<file path="config.mk">
export PLATFORM = sky130hd
export DESIGN_NAME = surface_input
export DESIGN_NICKNAME = d
export VERILOG_FILES = /design/src/inc/surface_pkg.sv /design/src/logic/press_timer.sv /design/src/logic/surface_input.sv
export VERILOG_INCLUDE_DIRS = /design/src /design/src/inc
export SDC_FILE = /design/constraint.sdc
export NUM_CORES = 1
export LEC_CHECK = 0
export BUFFER_PORTS_ARGS = -buffer_cell sky130_fd_sc_hd__buf_2
export CORE_AREA = 2 2 402 205
export DETAILED_ROUTE_END_ITERATION = 12
export DIE_AREA = 0 0 404 207
export PLACE_DENSITY = 0.57
export SLEW_MARGIN = 20
export SYNTH_ARGS = -nofsm -noshare
export SYNTH_HDL_FRONTEND = slang
export SYNTH_HIERARCHICAL = 1
export SYNTH_SLANG_ARGS = --single-unit
</file>
<file path="constraint.sdc">
create_clock -name pclk -period 5.4 [get_ports pclk]
set_input_delay 0.54 -clock pclk [delete_from_list [all_inputs] [get_ports pclk]]
set_output_delay 0.54 -clock pclk [all_outputs]
set_load 0.01 [all_outputs]
</file>
<file path="src/inc/surface_cfg.svh">
// Register map, field positions, reset values and timing figures
// for the control-surface input logic. Definitions only.
`ifndef SURFACE_CFG_SVH
`define SURFACE_CFG_SVH

// ==========================================================
// Register byte offsets
`define OFF_CTRL 8'h00
`define OFF_BRIGHT 8'h04
`define OFF_LONGP 8'h08
`define OFF_CL12 8'h0c
`define OFF_GROUPCOL 8'h10
`define OFF_STRIP0 8'h14
`define OFF_STRIP1 8'h18
`define OFF_STATUS 8'h1c
`define OFF_GPIO0 8'h20
`define OFF_GAIN0 8'h40
`define OFF_LAST 8'h5c

// ==========================================================
// Control register fields
`define CTRL_SHIFT_ARM 0
`define CTRL_SHIFT_MUTE 1
`define CTRL_SHOW_GAIN 2
`define CTRL_SOLO_FOLLOWS 3
`define CTRL_SOFT_PICKUP 4
`define CTRL_BANK_DISABLE 5
`define CTRL_SEL_FOLLOWS 6
`define CTRL_REMOTE_ACTIVE 7
`define CTRL_RESET 8'h4c

// ==========================================================
// Brightness and long press, percent and milliseconds
`define BRIGHT_MIN 7'h05
`define BRIGHT_MAX 7'h64
`define BRIGHT_STEP 7'h05
`define BRIGHT_RESET 7'h64
`define LONGP_MIN_MS 10'h12c
`define LONGP_MAX_MS 10'h3e8
`define LONGP_STEP_MS 10'h005
`define LONGP_RESET_MS 10'h1f4
`define CLK_HZ 100000000
`define MS_PER_S 1000

// ==========================================================
// 12-fader controller fields and resets
`define CL12_LEVEL_RESET 2'h1
`define CL12_METER_BIT 2
`define CL12_ROUTE_BIT 3

// ==========================================================
// Colours and GPIO
`define GROUPCOL_RESET 16'h3210
`define STRIP_RESET 32'h0000_0000
`define GPIO_DIR_BIT 0
`define GPIO_LOW_BIT 1
`define GPIO_FUNC_LSB 8
`define FUNC_NONE 6'h00
`define FUNC_RECORD 6'h01
`define FUNC_PLAY 6'h02
`define FUNC_STOP 6'h03

`endif

</file>
<file path="src/inc/surface_pkg.sv">
// Types shared by the control-surface logic.
// Assumes surface_cfg.svh supplies the numeric constants.
package surface_pkg;

  // Display colours, in menu order
  typedef enum logic [3:0] {
    col_yellow, col_orange, col_light_blue, col_light_green, col_green,
    col_light_brown, col_brown, col_violet, col_pink
  } color_t;

  // Long-press timer states
  typedef enum logic [1:0] {
    pt_idle, pt_timing, pt_long
  } press_state_t;

  // GPIO port configuration
  typedef struct packed {
    logic [5:0] func;
    logic active_low;
    logic is_output;
  } gpio_cfg_t;

endpackage

</file>
<file path="src/logic/press_timer.sv">
// Classifies one held button as a short or a long press.
// Assumes held is already in the pclk domain.
`timescale 1ns/1ns
`default_nettype none
`include "surface_cfg.svh"
module press_timer
  import surface_pkg::*;
#(
  parameter int CYC_PER_MS = `CLK_HZ / `MS_PER_S
) (
  // Clock and reset
  input wire logic pclk,
  input wire logic presetn,
  // Button and threshold
  input wire logic held,
  input wire logic [9:0] thresh_ms,
  // Classified presses
  output logic long_p,
  output logic short_p
);

  press_state_t state_q;
  logic [31:0] pre_q;
  logic [9:0] ms_q;
  logic tick;

  assign tick = (pre_q == 32'(CYC_PER_MS - 1));

  // ==========================================================
  // Press classification
  always_ff @(posedge pclk or negedge presetn) begin
    if (!presetn) begin
      state_q <= pt_idle;
      pre_q <= 32'h0;
      ms_q <= 10'h0;
      long_p <= 1'b0;
      short_p <= 1'b0;
    end else begin
      long_p <= 1'b0;
      short_p <= 1'b0;
      case (state_q)
        pt_idle: begin
          pre_q <= 32'h0;
          ms_q <= 10'h0;
          if (held) state_q <= pt_timing;
        end
        pt_timing: begin
          if (!held) begin
            short_p <= 1'b1;
            state_q <= pt_idle;
          end else if (ms_q >= thresh_ms) begin
            long_p <= 1'b1;
            state_q <= pt_long;
          end else if (tick) begin
            pre_q <= 32'h0;
            ms_q <= ms_q + 10'h1;
          end else begin
            pre_q <= pre_q + 32'h1;
          end
        end
        default: begin
          if (!held) state_q <= pt_idle;
        end
      endcase
    end
  end

endmodule
`default_nettype wire

</file>
<file path="src/logic/surface_input.sv">
// Control-surface input: buttons, soft pickup, settings, GPIO, APB slave.
// Assumes same-clock decoded events; GPIO pins are synchronised here.
//
// The implementer's own choices: the APB interface to the registers and the placing of the registers.
`timescale 1ns/1ns
`default_nettype none
`include "surface_cfg.svh"
module surface_input
  import surface_pkg::*;
#(
  parameter int NCH = 8,
  parameter int NGPIO = 8,
  parameter int CYC_PER_MS = `CLK_HZ / `MS_PER_S
) (
  // APB slave
  input wire logic pclk,
  input wire logic presetn,
  input wire logic psel,
  input wire logic penable,
  input wire logic pwrite,
  input wire logic [7:0] paddr,
  input wire logic [31:0] pwdata,
  output logic [31:0] prdata,
  output logic pready,
  output logic pslverr,
  // Surface state
  input wire logic surf_third_party,
  input wire logic surf_cl12,
  input wire logic controller_connected,
  input wire logic transport_stopped,
  // Button events and held levels
  input wire logic [3:0] btn_ch,
  input wire logic press_rec,
  input wire logic press_mute,
  input wire logic press_select,
  input wire logic press_pfl,
  input wire logic press_stop,
  input wire logic shift_held,
  input wire logic com1_held,
  input wire logic com2_held,
  input wire logic timed_held,
  // Fader events
  input wire logic fader_valid,
  input wire logic [2:0] fader_ch,
  input wire logic [7:0] fader_pos,
  input wire logic fader_from_ctrl,
  input wire logic fader_motorized,
  // Actions
  output logic [3:0] act_ch,
  output logic arm_pulse,
  output logic mute_pulse,
  output logic select_pulse,
  output logic pfl_pulse,
  output logic slate_on,
  output logic edit_current,
  output logic long_press,
  output logic short_press,
  output logic [NCH-1:0][7:0] gain,
  // Settings toward the controllers
  output logic show_gain,
  output logic bank_disable,
  output logic [6:0] led_bright,
  output logic [6:0] lcd_bright,
  output logic [6:0] cl12_led_bright,
  output logic [9:0] long_ms,
  output logic [1:0] cl12_level_mode,
  output logic cl12_meter_out,
  output logic cl12_route_out,
  output logic [3:0][3:0] group_color,
  output logic [15:0][3:0] strip_color,
  // GPIO
  input wire logic [NGPIO-1:0] gpio_i,
  output logic [NGPIO-1:0] gpio_o,
  output logic [NGPIO-1:0] gpio_oe,
  output logic [NGPIO-1:0] gpio_trig,
  input wire logic [63:0] func_active
);

  // ==========================================================
  // Helpers
  // Snaps a setting onto its legal grid instead of refusing it
  function automatic logic [9:0] snap(input logic [9:0] v, input logic [9:0] lo,
                                      input logic [9:0] hi, input logic [9:0] step);
    logic [9:0] r;
    r = v;
    if (r < lo) r = lo;
    if (r > hi) r = hi;
    snap = r - (r % step);
  endfunction

  function automatic logic [6:0] snap_bright(input logic [6:0] v);
    logic [9:0] r;
    r = snap({3'h0, v}, {3'h0, `BRIGHT_MIN}, {3'h0, `BRIGHT_MAX}, {3'h0, `BRIGHT_STEP});
    snap_bright = r[6:0];
  endfunction

  function automatic gpio_cfg_t gpio_default(input int i);
    gpio_cfg_t c;
    c = '0;
    case (i)
      0, 5: c.func = `FUNC_RECORD;
      1, 6: c.func = `FUNC_PLAY;
      2, 7: c.func = `FUNC_STOP;
      default: c.func = `FUNC_NONE;
    endcase
    gpio_default = c;
  endfunction

  // ==========================================================
  // APB decode
  logic [7:0] ctrl_q;
  logic [NGPIO-1:0] gpio_act_prev_q;
  gpio_cfg_t [NGPIO-1:0] gpio_cfg_q;
  logic [1:0][NCH-1:0] picked_q, seen_q, above_q;
  logic access, wr_en, rd_phase;
  logic [31:0] rdata_d;
  logic err_d;

  // One wait state: data is prepared, then pready is raised
  assign access = psel && penable;
  assign rd_phase = access && !pready;
  assign wr_en = access && pready && pwrite;

  always_comb begin
    rdata_d = 32'h0;
    err_d = 1'b0;
    if (paddr[1:0] != 2'h0 || paddr > `OFF_LAST) begin
      err_d = 1'b1;
    end else if (paddr == `OFF_CTRL) begin
      rdata_d = {24'h0, ctrl_q};
    end else if (paddr == `OFF_BRIGHT) begin
      rdata_d = {9'h0, cl12_led_bright, 1'b0, lcd_bright, 1'b0, led_bright};
    end else if (paddr == `OFF_LONGP) begin
      rdata_d = {22'h0, long_ms};
    end else if (paddr == `OFF_CL12) begin
      rdata_d = {28'h0, cl12_route_out, cl12_meter_out, cl12_level_mode};
    end else if (paddr == `OFF_GROUPCOL) begin
      rdata_d = {16'h0, group_color};
    end else if (paddr == `OFF_STRIP0) begin
      rdata_d = strip_color[7:0];
    end else if (paddr == `OFF_STRIP1) begin
      rdata_d = strip_color[15:8];
    end else if (paddr == `OFF_STATUS) begin
      rdata_d = {8'h0, picked_q[1], picked_q[0], 6'h0, edit_current, slate_on};
    end else if (paddr < `OFF_GAIN0) begin
      rdata_d = {18'h0, gpio_cfg_q[paddr[4:2]].func, 6'h0,
                 gpio_cfg_q[paddr[4:2]].active_low, gpio_cfg_q[paddr[4:2]].is_output};
    end else begin
      rdata_d = {24'h0, gain[paddr[4:2]]};
    end
  end

  always_ff @(posedge pclk or negedge presetn) begin
    if (!presetn) begin
      pready <= 1'b0;
      prdata <= 32'h0;
      pslverr <= 1'b0;
    end else begin
      pready <= rd_phase;
      prdata <= rd_phase ? rdata_d : 32'h0;
      pslverr <= rd_phase && err_d;
    end
  end

  // ==========================================================
  // Settings registers
  logic wr_ok;
  assign wr_ok = wr_en && !pslverr;

  always_ff @(posedge pclk or negedge presetn) begin
    if (!presetn) begin
      ctrl_q <= `CTRL_RESET;
      led_bright <= `BRIGHT_RESET;
      lcd_bright <= `BRIGHT_RESET;
      cl12_led_bright <= `BRIGHT_RESET;
      long_ms <= `LONGP_RESET_MS;
      cl12_level_mode <= `CL12_LEVEL_RESET;
      cl12_meter_out <= 1'b0;
      cl12_route_out <= 1'b0;
      group_color <= `GROUPCOL_RESET;
      strip_color <= {`STRIP_RESET, `STRIP_RESET};
    end else if (wr_ok) begin
      if (paddr == `OFF_CTRL) begin
        ctrl_q <= pwdata[7:0];
      end else if (paddr == `OFF_BRIGHT) begin
        led_bright <= snap_bright(pwdata[6:0]);
        lcd_bright <= snap_bright(pwdata[14:8]);
        cl12_led_bright <= snap_bright(pwdata[22:16]);
      end else if (paddr == `OFF_LONGP) begin
        long_ms <= snap(pwdata[9:0], `LONGP_MIN_MS, `LONGP_MAX_MS, `LONGP_STEP_MS);
      end else if (paddr == `OFF_CL12) begin
        // Code 3 is not a mode; treat it as disabled
        cl12_level_mode <= (pwdata[1:0] == 2'h3) ? 2'h2 : pwdata[1:0];
        cl12_meter_out <= pwdata[`CL12_METER_BIT];
        cl12_route_out <= pwdata[`CL12_ROUTE_BIT];
      end else if (paddr == `OFF_GROUPCOL) begin
        group_color <= pwdata[15:0];
      end else if (paddr == `OFF_STRIP0) begin
        strip_color[7:0] <= pwdata;
      end else if (paddr == `OFF_STRIP1) begin
        strip_color[15:8] <= pwdata;
      end
    end
  end
  assign show_gain = ctrl_q[`CTRL_SHOW_GAIN];
  assign bank_disable = ctrl_q[`CTRL_BANK_DISABLE];

  // ==========================================================
  // GPIO configuration and pins
  logic [NGPIO-1:0] gpio_s1_q, gpio_s2_q, gpio_act;

  always_ff @(posedge pclk or negedge presetn) begin
    if (!presetn) begin
      for (int i = 0; i < NGPIO; i++) gpio_cfg_q[i] <= gpio_default(i);
    end else if (wr_ok && paddr >= `OFF_GPIO0 && paddr < `OFF_GAIN0) begin
      gpio_cfg_q[paddr[4:2]].is_output <= pwdata[`GPIO_DIR_BIT];
      gpio_cfg_q[paddr[4:2]].active_low <= pwdata[`GPIO_LOW_BIT];
      gpio_cfg_q[paddr[4:2]].func <= pwdata[`GPIO_FUNC_LSB +: 6];
    end
  end

  always_ff @(posedge pclk or negedge presetn) begin
    if (!presetn) begin
      gpio_s1_q <= '0;
      gpio_s2_q <= '0;
    end else begin
      gpio_s1_q <= gpio_i;
      gpio_s2_q <= gpio_s1_q;
    end
  end

  always_comb begin
    for (int i = 0; i < NGPIO; i++) begin
      gpio_act[i] = (gpio_s2_q[i] ^ gpio_cfg_q[i].active_low) && !gpio_cfg_q[i].is_output
                    && gpio_cfg_q[i].func != `FUNC_NONE;
    end
  end

  always_ff @(posedge pclk or negedge presetn) begin
    if (!presetn) begin
      gpio_o <= '0;
      gpio_oe <= '0;
      gpio_trig <= '0;
      gpio_act_prev_q <= '0;
    end else begin
      gpio_act_prev_q <= gpio_act;
      gpio_trig <= gpio_act & ~gpio_act_prev_q;
      for (int i = 0; i < NGPIO; i++) begin
        gpio_oe[i] <= gpio_cfg_q[i].is_output;
        // An unmapped output rests at its inactive level
        gpio_o[i] <= ((gpio_cfg_q[i].func != `FUNC_NONE) && func_active[gpio_cfg_q[i].func])
                     ^ gpio_cfg_q[i].active_low;
      end
    end
  end

  // ==========================================================
  // Button qualification
  logic com_both_prev_q, stop_ok;
  assign stop_ok = press_stop && transport_stopped;

  always_ff @(posedge pclk or negedge presetn) begin
    if (!presetn) begin
      act_ch <= 4'h0;
      arm_pulse <= 1'b0;
      mute_pulse <= 1'b0;
      select_pulse <= 1'b0;
      pfl_pulse <= 1'b0;
    end else begin
      act_ch <= btn_ch;
      arm_pulse <= press_rec && (!surf_third_party || !ctrl_q[`CTRL_SHIFT_ARM] || shift_held);
      mute_pulse <= press_mute && (!surf_third_party || !ctrl_q[`CTRL_SHIFT_MUTE] || shift_held);
      select_pulse <= press_select || (press_pfl && surf_cl12 && ctrl_q[`CTRL_SEL_FOLLOWS]);
      pfl_pulse <= press_pfl || (press_select && ctrl_q[`CTRL_SOLO_FOLLOWS]);
    end
  end

  always_ff @(posedge pclk or negedge presetn) begin
    if (!presetn) begin
      slate_on <= 1'b0;
      com_both_prev_q <= 1'b0;
    end else begin
      com_both_prev_q <= com1_held && com2_held;
      if (com1_held && com2_held && !com_both_prev_q && surf_cl12) slate_on <= !slate_on;
    end
  end

  always_ff @(posedge pclk or negedge presetn) begin
    if (!presetn) edit_current <= 1'b0;
    else if (stop_ok) edit_current <= !edit_current;
  end

  press_timer #(.CYC_PER_MS(CYC_PER_MS)) u_press_timer (
    .pclk(pclk),
    .presetn(presetn),
    .held(timed_held),
    .thresh_ms(long_ms),
    .long_p(long_press),
    .short_p(short_press)
  );

  // ==========================================================
  // Gain and soft pickup
  // Index 0 is the front panel, index 1 the external controller.
  logic src, direct, ignore, reached, remote_wr, above_now;
  assign src = fader_from_ctrl;
  assign remote_wr = wr_ok && paddr >= `OFF_GAIN0;
  assign above_now = fader_pos > gain[fader_ch];
  // Motorized faders already sit on the stored gain
  assign direct = fader_motorized || (src && !ctrl_q[`CTRL_SOFT_PICKUP])
                  || (src && ctrl_q[`CTRL_REMOTE_ACTIVE]);
  assign ignore = !src && !ctrl_q[`CTRL_SOFT_PICKUP] && controller_connected;
  assign reached = (fader_pos == gain[fader_ch])
                   || (seen_q[src][fader_ch] && above_q[src][fader_ch] != above_now);

  // Software restores saved gains after power-up; controls must re-catch them
  always_ff @(posedge pclk or negedge presetn) begin
    if (!presetn) begin
      gain <= '0;
      picked_q <= '0;
      seen_q <= '0;
      above_q <= '0;
    end else if (remote_wr) begin
      gain[paddr[4:2]] <= pwdata[7:0];
      for (int s = 0; s < 2; s++) begin
        picked_q[s][paddr[4:2]] <= 1'b0;
        seen_q[s][paddr[4:2]] <= 1'b0;
      end
    end else if (fader_valid && !ignore) begin
      seen_q[src][fader_ch] <= 1'b1;
      above_q[src][fader_ch] <= above_now;
      if (direct || picked_q[src][fader_ch] || reached) begin
        gain[fader_ch] <= fader_pos;
        picked_q[src][fader_ch] <= 1'b1;
        picked_q[!src][fader_ch] <= 1'b0;
        seen_q[!src][fader_ch] <= 1'b0;
      end
    end
  end

endmodule
`default_nettype wire

</file>
==> flow_summary.json <==
{
  "final_area_sq_um": 41400,
  "fillers": 7322,
  "synthArstFlopShare_pct": 100,
  "syn_area_per_cell_sq_um": 10.4,
  "worst-r2r-setup-slack_ns": 0.47,
  "wl_met2_um": 53000,
  "ys.flop_type": "dfrtp_1",
  "portBuffers": 398,
  "tightest_slew_ns": 1.19,
  "finalWorstSetupSlack_ns": -1.22,
  "top_layer": "met5",
  "place_congestion": 0.992,
  "p_int_mw": 7.97,
  "cap_violations": 0,
  "io_pins": 399,
  "avgViaCountPerCell": 6.07,
  "met1Wirelength_um": 59800,
  "switchingPower_mw": 4.33,
  "max-slew-margin-rel_pct": 20.6,
  "register_area_sq_um": 11000,
  "max-clock-path-buffers": 3,
  "violations": "negative hold slack, negative setup slack",
  "critPathMaxFanout": 4,
  "rows": 74,
  "grt_pass1_vias": 28500,
  "critPathLaunchType": "primary input",
  "grt_max_degree": 114,
  "grt_remaining_overflow": 0,
  "cts_made_buffers": 44,
  "finalCritPeriodShare_pct": 123,
  "p_comb_share_pct": 42.2,
  "dr.pass1.iters": 8,
  "core_area_sq_um": 80400,
  "tns_ns": -10.38,
  "reg2reg_to": "gain[3]",
  "die_w_um": 404,
  "area_growth_pct": 30.1,
  "drc_errors": 0,
  "wl_per_cell_um": 26.4,
  "start_util_pct": 39.6,
  "hold_violations": 17,
  "cts_tree": "done",
  "cp_data_arrival_time_ns": 7.16,
  "power_frac_seq_pct": 30.0,
  "netSwitchingFraction_pct": 35.2,
  "crit_type": "primary input to register",
  "place_hpwl_um": 97600,
  "met3_length_um": 14300,
  "root_buffer": "clkbuf_16",
  "crit_family": "compound AO/OA/AOI/OAI gates",
  "holdWs_ns": -0.0126,
  "multiInputGateArea_sq_um": 20400,
  "hp-class": "primary input to async pin",
  "cpMaxStageDelayCell": "or3_4",
  "crit_path_frequent_cell": "ha_4",
  "synth_edf_count": 0,
  "path_buf_inv": 7,
  "mappedNetlistArea_sq_um": 31800,
  "drv_slew": 0,
  "clock.fmax_ghz": 0.151,
  "wl_um": 130000,
  "cts_sinks": 438,
  "drive_gt1_share_pct": 45.2,
  "nNetsFinal": 4073,
  "yosysMostFrequentCell": "dfrtp_1",
  "placed_cell_area_sq_um": 38500,
  "ys_top_cells_by_count": "dfrtp_1 (407), nand2_1 (268), mux2_2 (229), mux4_2 (213), nor2_1 (211)",
  "clockPowerShare_pct": 27.8,
  "ant_nets": 0,
  "synthDistinctLibCells": 130,
  "clk_pin_slew_ns": 0.07,
  "rr_worst_depth": 20,
  "status": "complete, but fails checks",
  "antenna_found_initial": 5,
  "fin_skew_ns": 0.0333,
  "clk_latency_ns": 0.63,
  "yosys_warnings": 6,
  "p_leak_nw": 18.6,
  "rsz0062_at_grt": "true",
  "end_kind": "register",
  "yosysTopAreaCell": "dfrtp_1",
  "synth_cells": 3051,
  "ir_drop_mv": 0.181,
  "synth_top_area_share_pct": 32.0,
  "setup_viol": 21,
  "synth_area_leaders": "dfrtp_1 (32%), mux4_2 (15%), mux2_2 (8.1%), nand2_1 (3.2%), o21ai_0 (3.0%)",
  "drtIter0Drc": 3333,
  "max_stage_delay_ns": 0.39,
  "critPathRequiredTime_ns": 5.94,
  "reg2reg_from": "gain[57]",
  "grt_pass1_wl_um": 193000,
  "ys_seq_elements": 438,
  "grt_use_total_pct": 30.4,
  "cts_max_level": 2,
  "vias": 30000,
  "fin_crit_ns": 6.62,
  "p_per_area_nw_per_um2": 297,
  "syn_nets": 3278,
  "seq_area_frac_synth_pct": 34.6,
  "dieHeight_um": 207,
  "die_area_sq_um": 83600
}
-- state kept, by name, summed over array words and instances, names as in the netlist, 8 cells and up, named ones only --
signal               count
above_q                 16
gpio_s2_q                8
u_press_timer/ms_q      10
gpio_o                   8
gpio_act_prev_q          8
u_press_timer/pre_q     32
gpio_s1_q                8
ctrl_q                   8
strip_color             64
prdata                  32
long_ms                 10
gain                    64
group_color             16
gpio_trig                8
gpio_oe                  8
gpio_cfg_q              64
-- worst max-delay path by stage --
stage,start,to,slack (ns),cells after the start
finish,pwdata[4],led_bright[6],-1.22,42
global route,pwdata[4],led_bright[6],-1.48,42
CTS,pwdata[4],led_bright[6],-1.16,41
detailed placement,pwdata[5],led_bright[6],-2.07,41
global placement,pwdata[5],led_bright[6],-1.97,41
floorplan,pwdata[6],led_bright[6],-2.54,47
-- stage by stage --
step	std cells	power [mW]	setup WS (ns)	utilization (%)	hold WS (ns)
finish	4948	12.3	-1.22	51.5	-0.0126
global route	4947	12.9	-1.48	51.5	0.00144
CTS	4926	12.1	-1.16	51.0	0.000926
detailed placement	4787	8.36	-2.07	47.9	0.341
global placement	4787	8.34	-1.97	47.9	0.334
floorplan	3051	6.34	-2.54	-	0.244
-- metal layers --
layer | GRT usage [%] | up-vias
met5 | 0 | -
met4 | 7.19 | 2
met3 | 8.42 | 164
met2 | 41.5 | 1631
met1 | 47.1 | 15000
li1 | - | 13200
-- timing repair --
action,in CTS,in global routing
endpoints found under the hold margin,3,0
cloned,1,0
buffers inserted,54,28
setup endpoints to repair,25,26
resized for setup,101,47
hold buffers,3,0
pin swaps,93,74
-- layout by cell type, fill, tap and decap left out, types with 35 or more instances in the layout --
cell / n
ha_1: 47
a21oi_1: 119
buf_2: 389
dfrtp_1: 407
xnor2_1: 38
a32o_1: 36
mux2_2: 223
o21ai_0: 161
mux2i_1: 45
nor3_1: 48
clkbuf_16: 44
buf_4: 534
inv_1: 99
nor2_1: 205
nand2_1: 260
nand3_1: 53
o21ai_1: 35
mux4_2: 213
-- cell families (layout without fill, tap and decap cells) --
kind of cell | Yosys count | after routing | share of synthesized area [%]
flip-flops | 438 | 438 | 34.6
XOR/XNOR | 76 | 76 | 2.14
AND/OR/NAND/NOR | 854 | 854 | 13.4
AO/OA/AOI/OAI | 769 | 769 | 17.2
multiplexers | 495 | 495 | 24.9
adder cells (fa/ha/maj) | 81 | 81 | 3.26
buffers and inverters | 338 | 1169 | 4.48
other | 0 | 2 | 0
-- area by class of cell --
type | count | share of cell area, %
tap | 1064 | 3.22
clock inverter | 25 | 0.859
inverter | 119 | 1.12
clock buffer | 57 | 2.90
sequential | 438 | 26.6
multi-input combinational | 2275 | 49.4
timing repair buffer | 968 | 15.9
antenna | 2 | 0.0121
-- power groups by stage --
stage	clock network (mW)	logic (mW)	registers (mW)
global route	3.61	5.57	3.71
detailed placement	0	4.62	3.74
global placement	0	4.60	3.74
finish	3.42	5.19	3.69
CTS	3.48	4.97	3.68
floorplan	0	2.68	3.66
(Power assumes the default switching activity.)
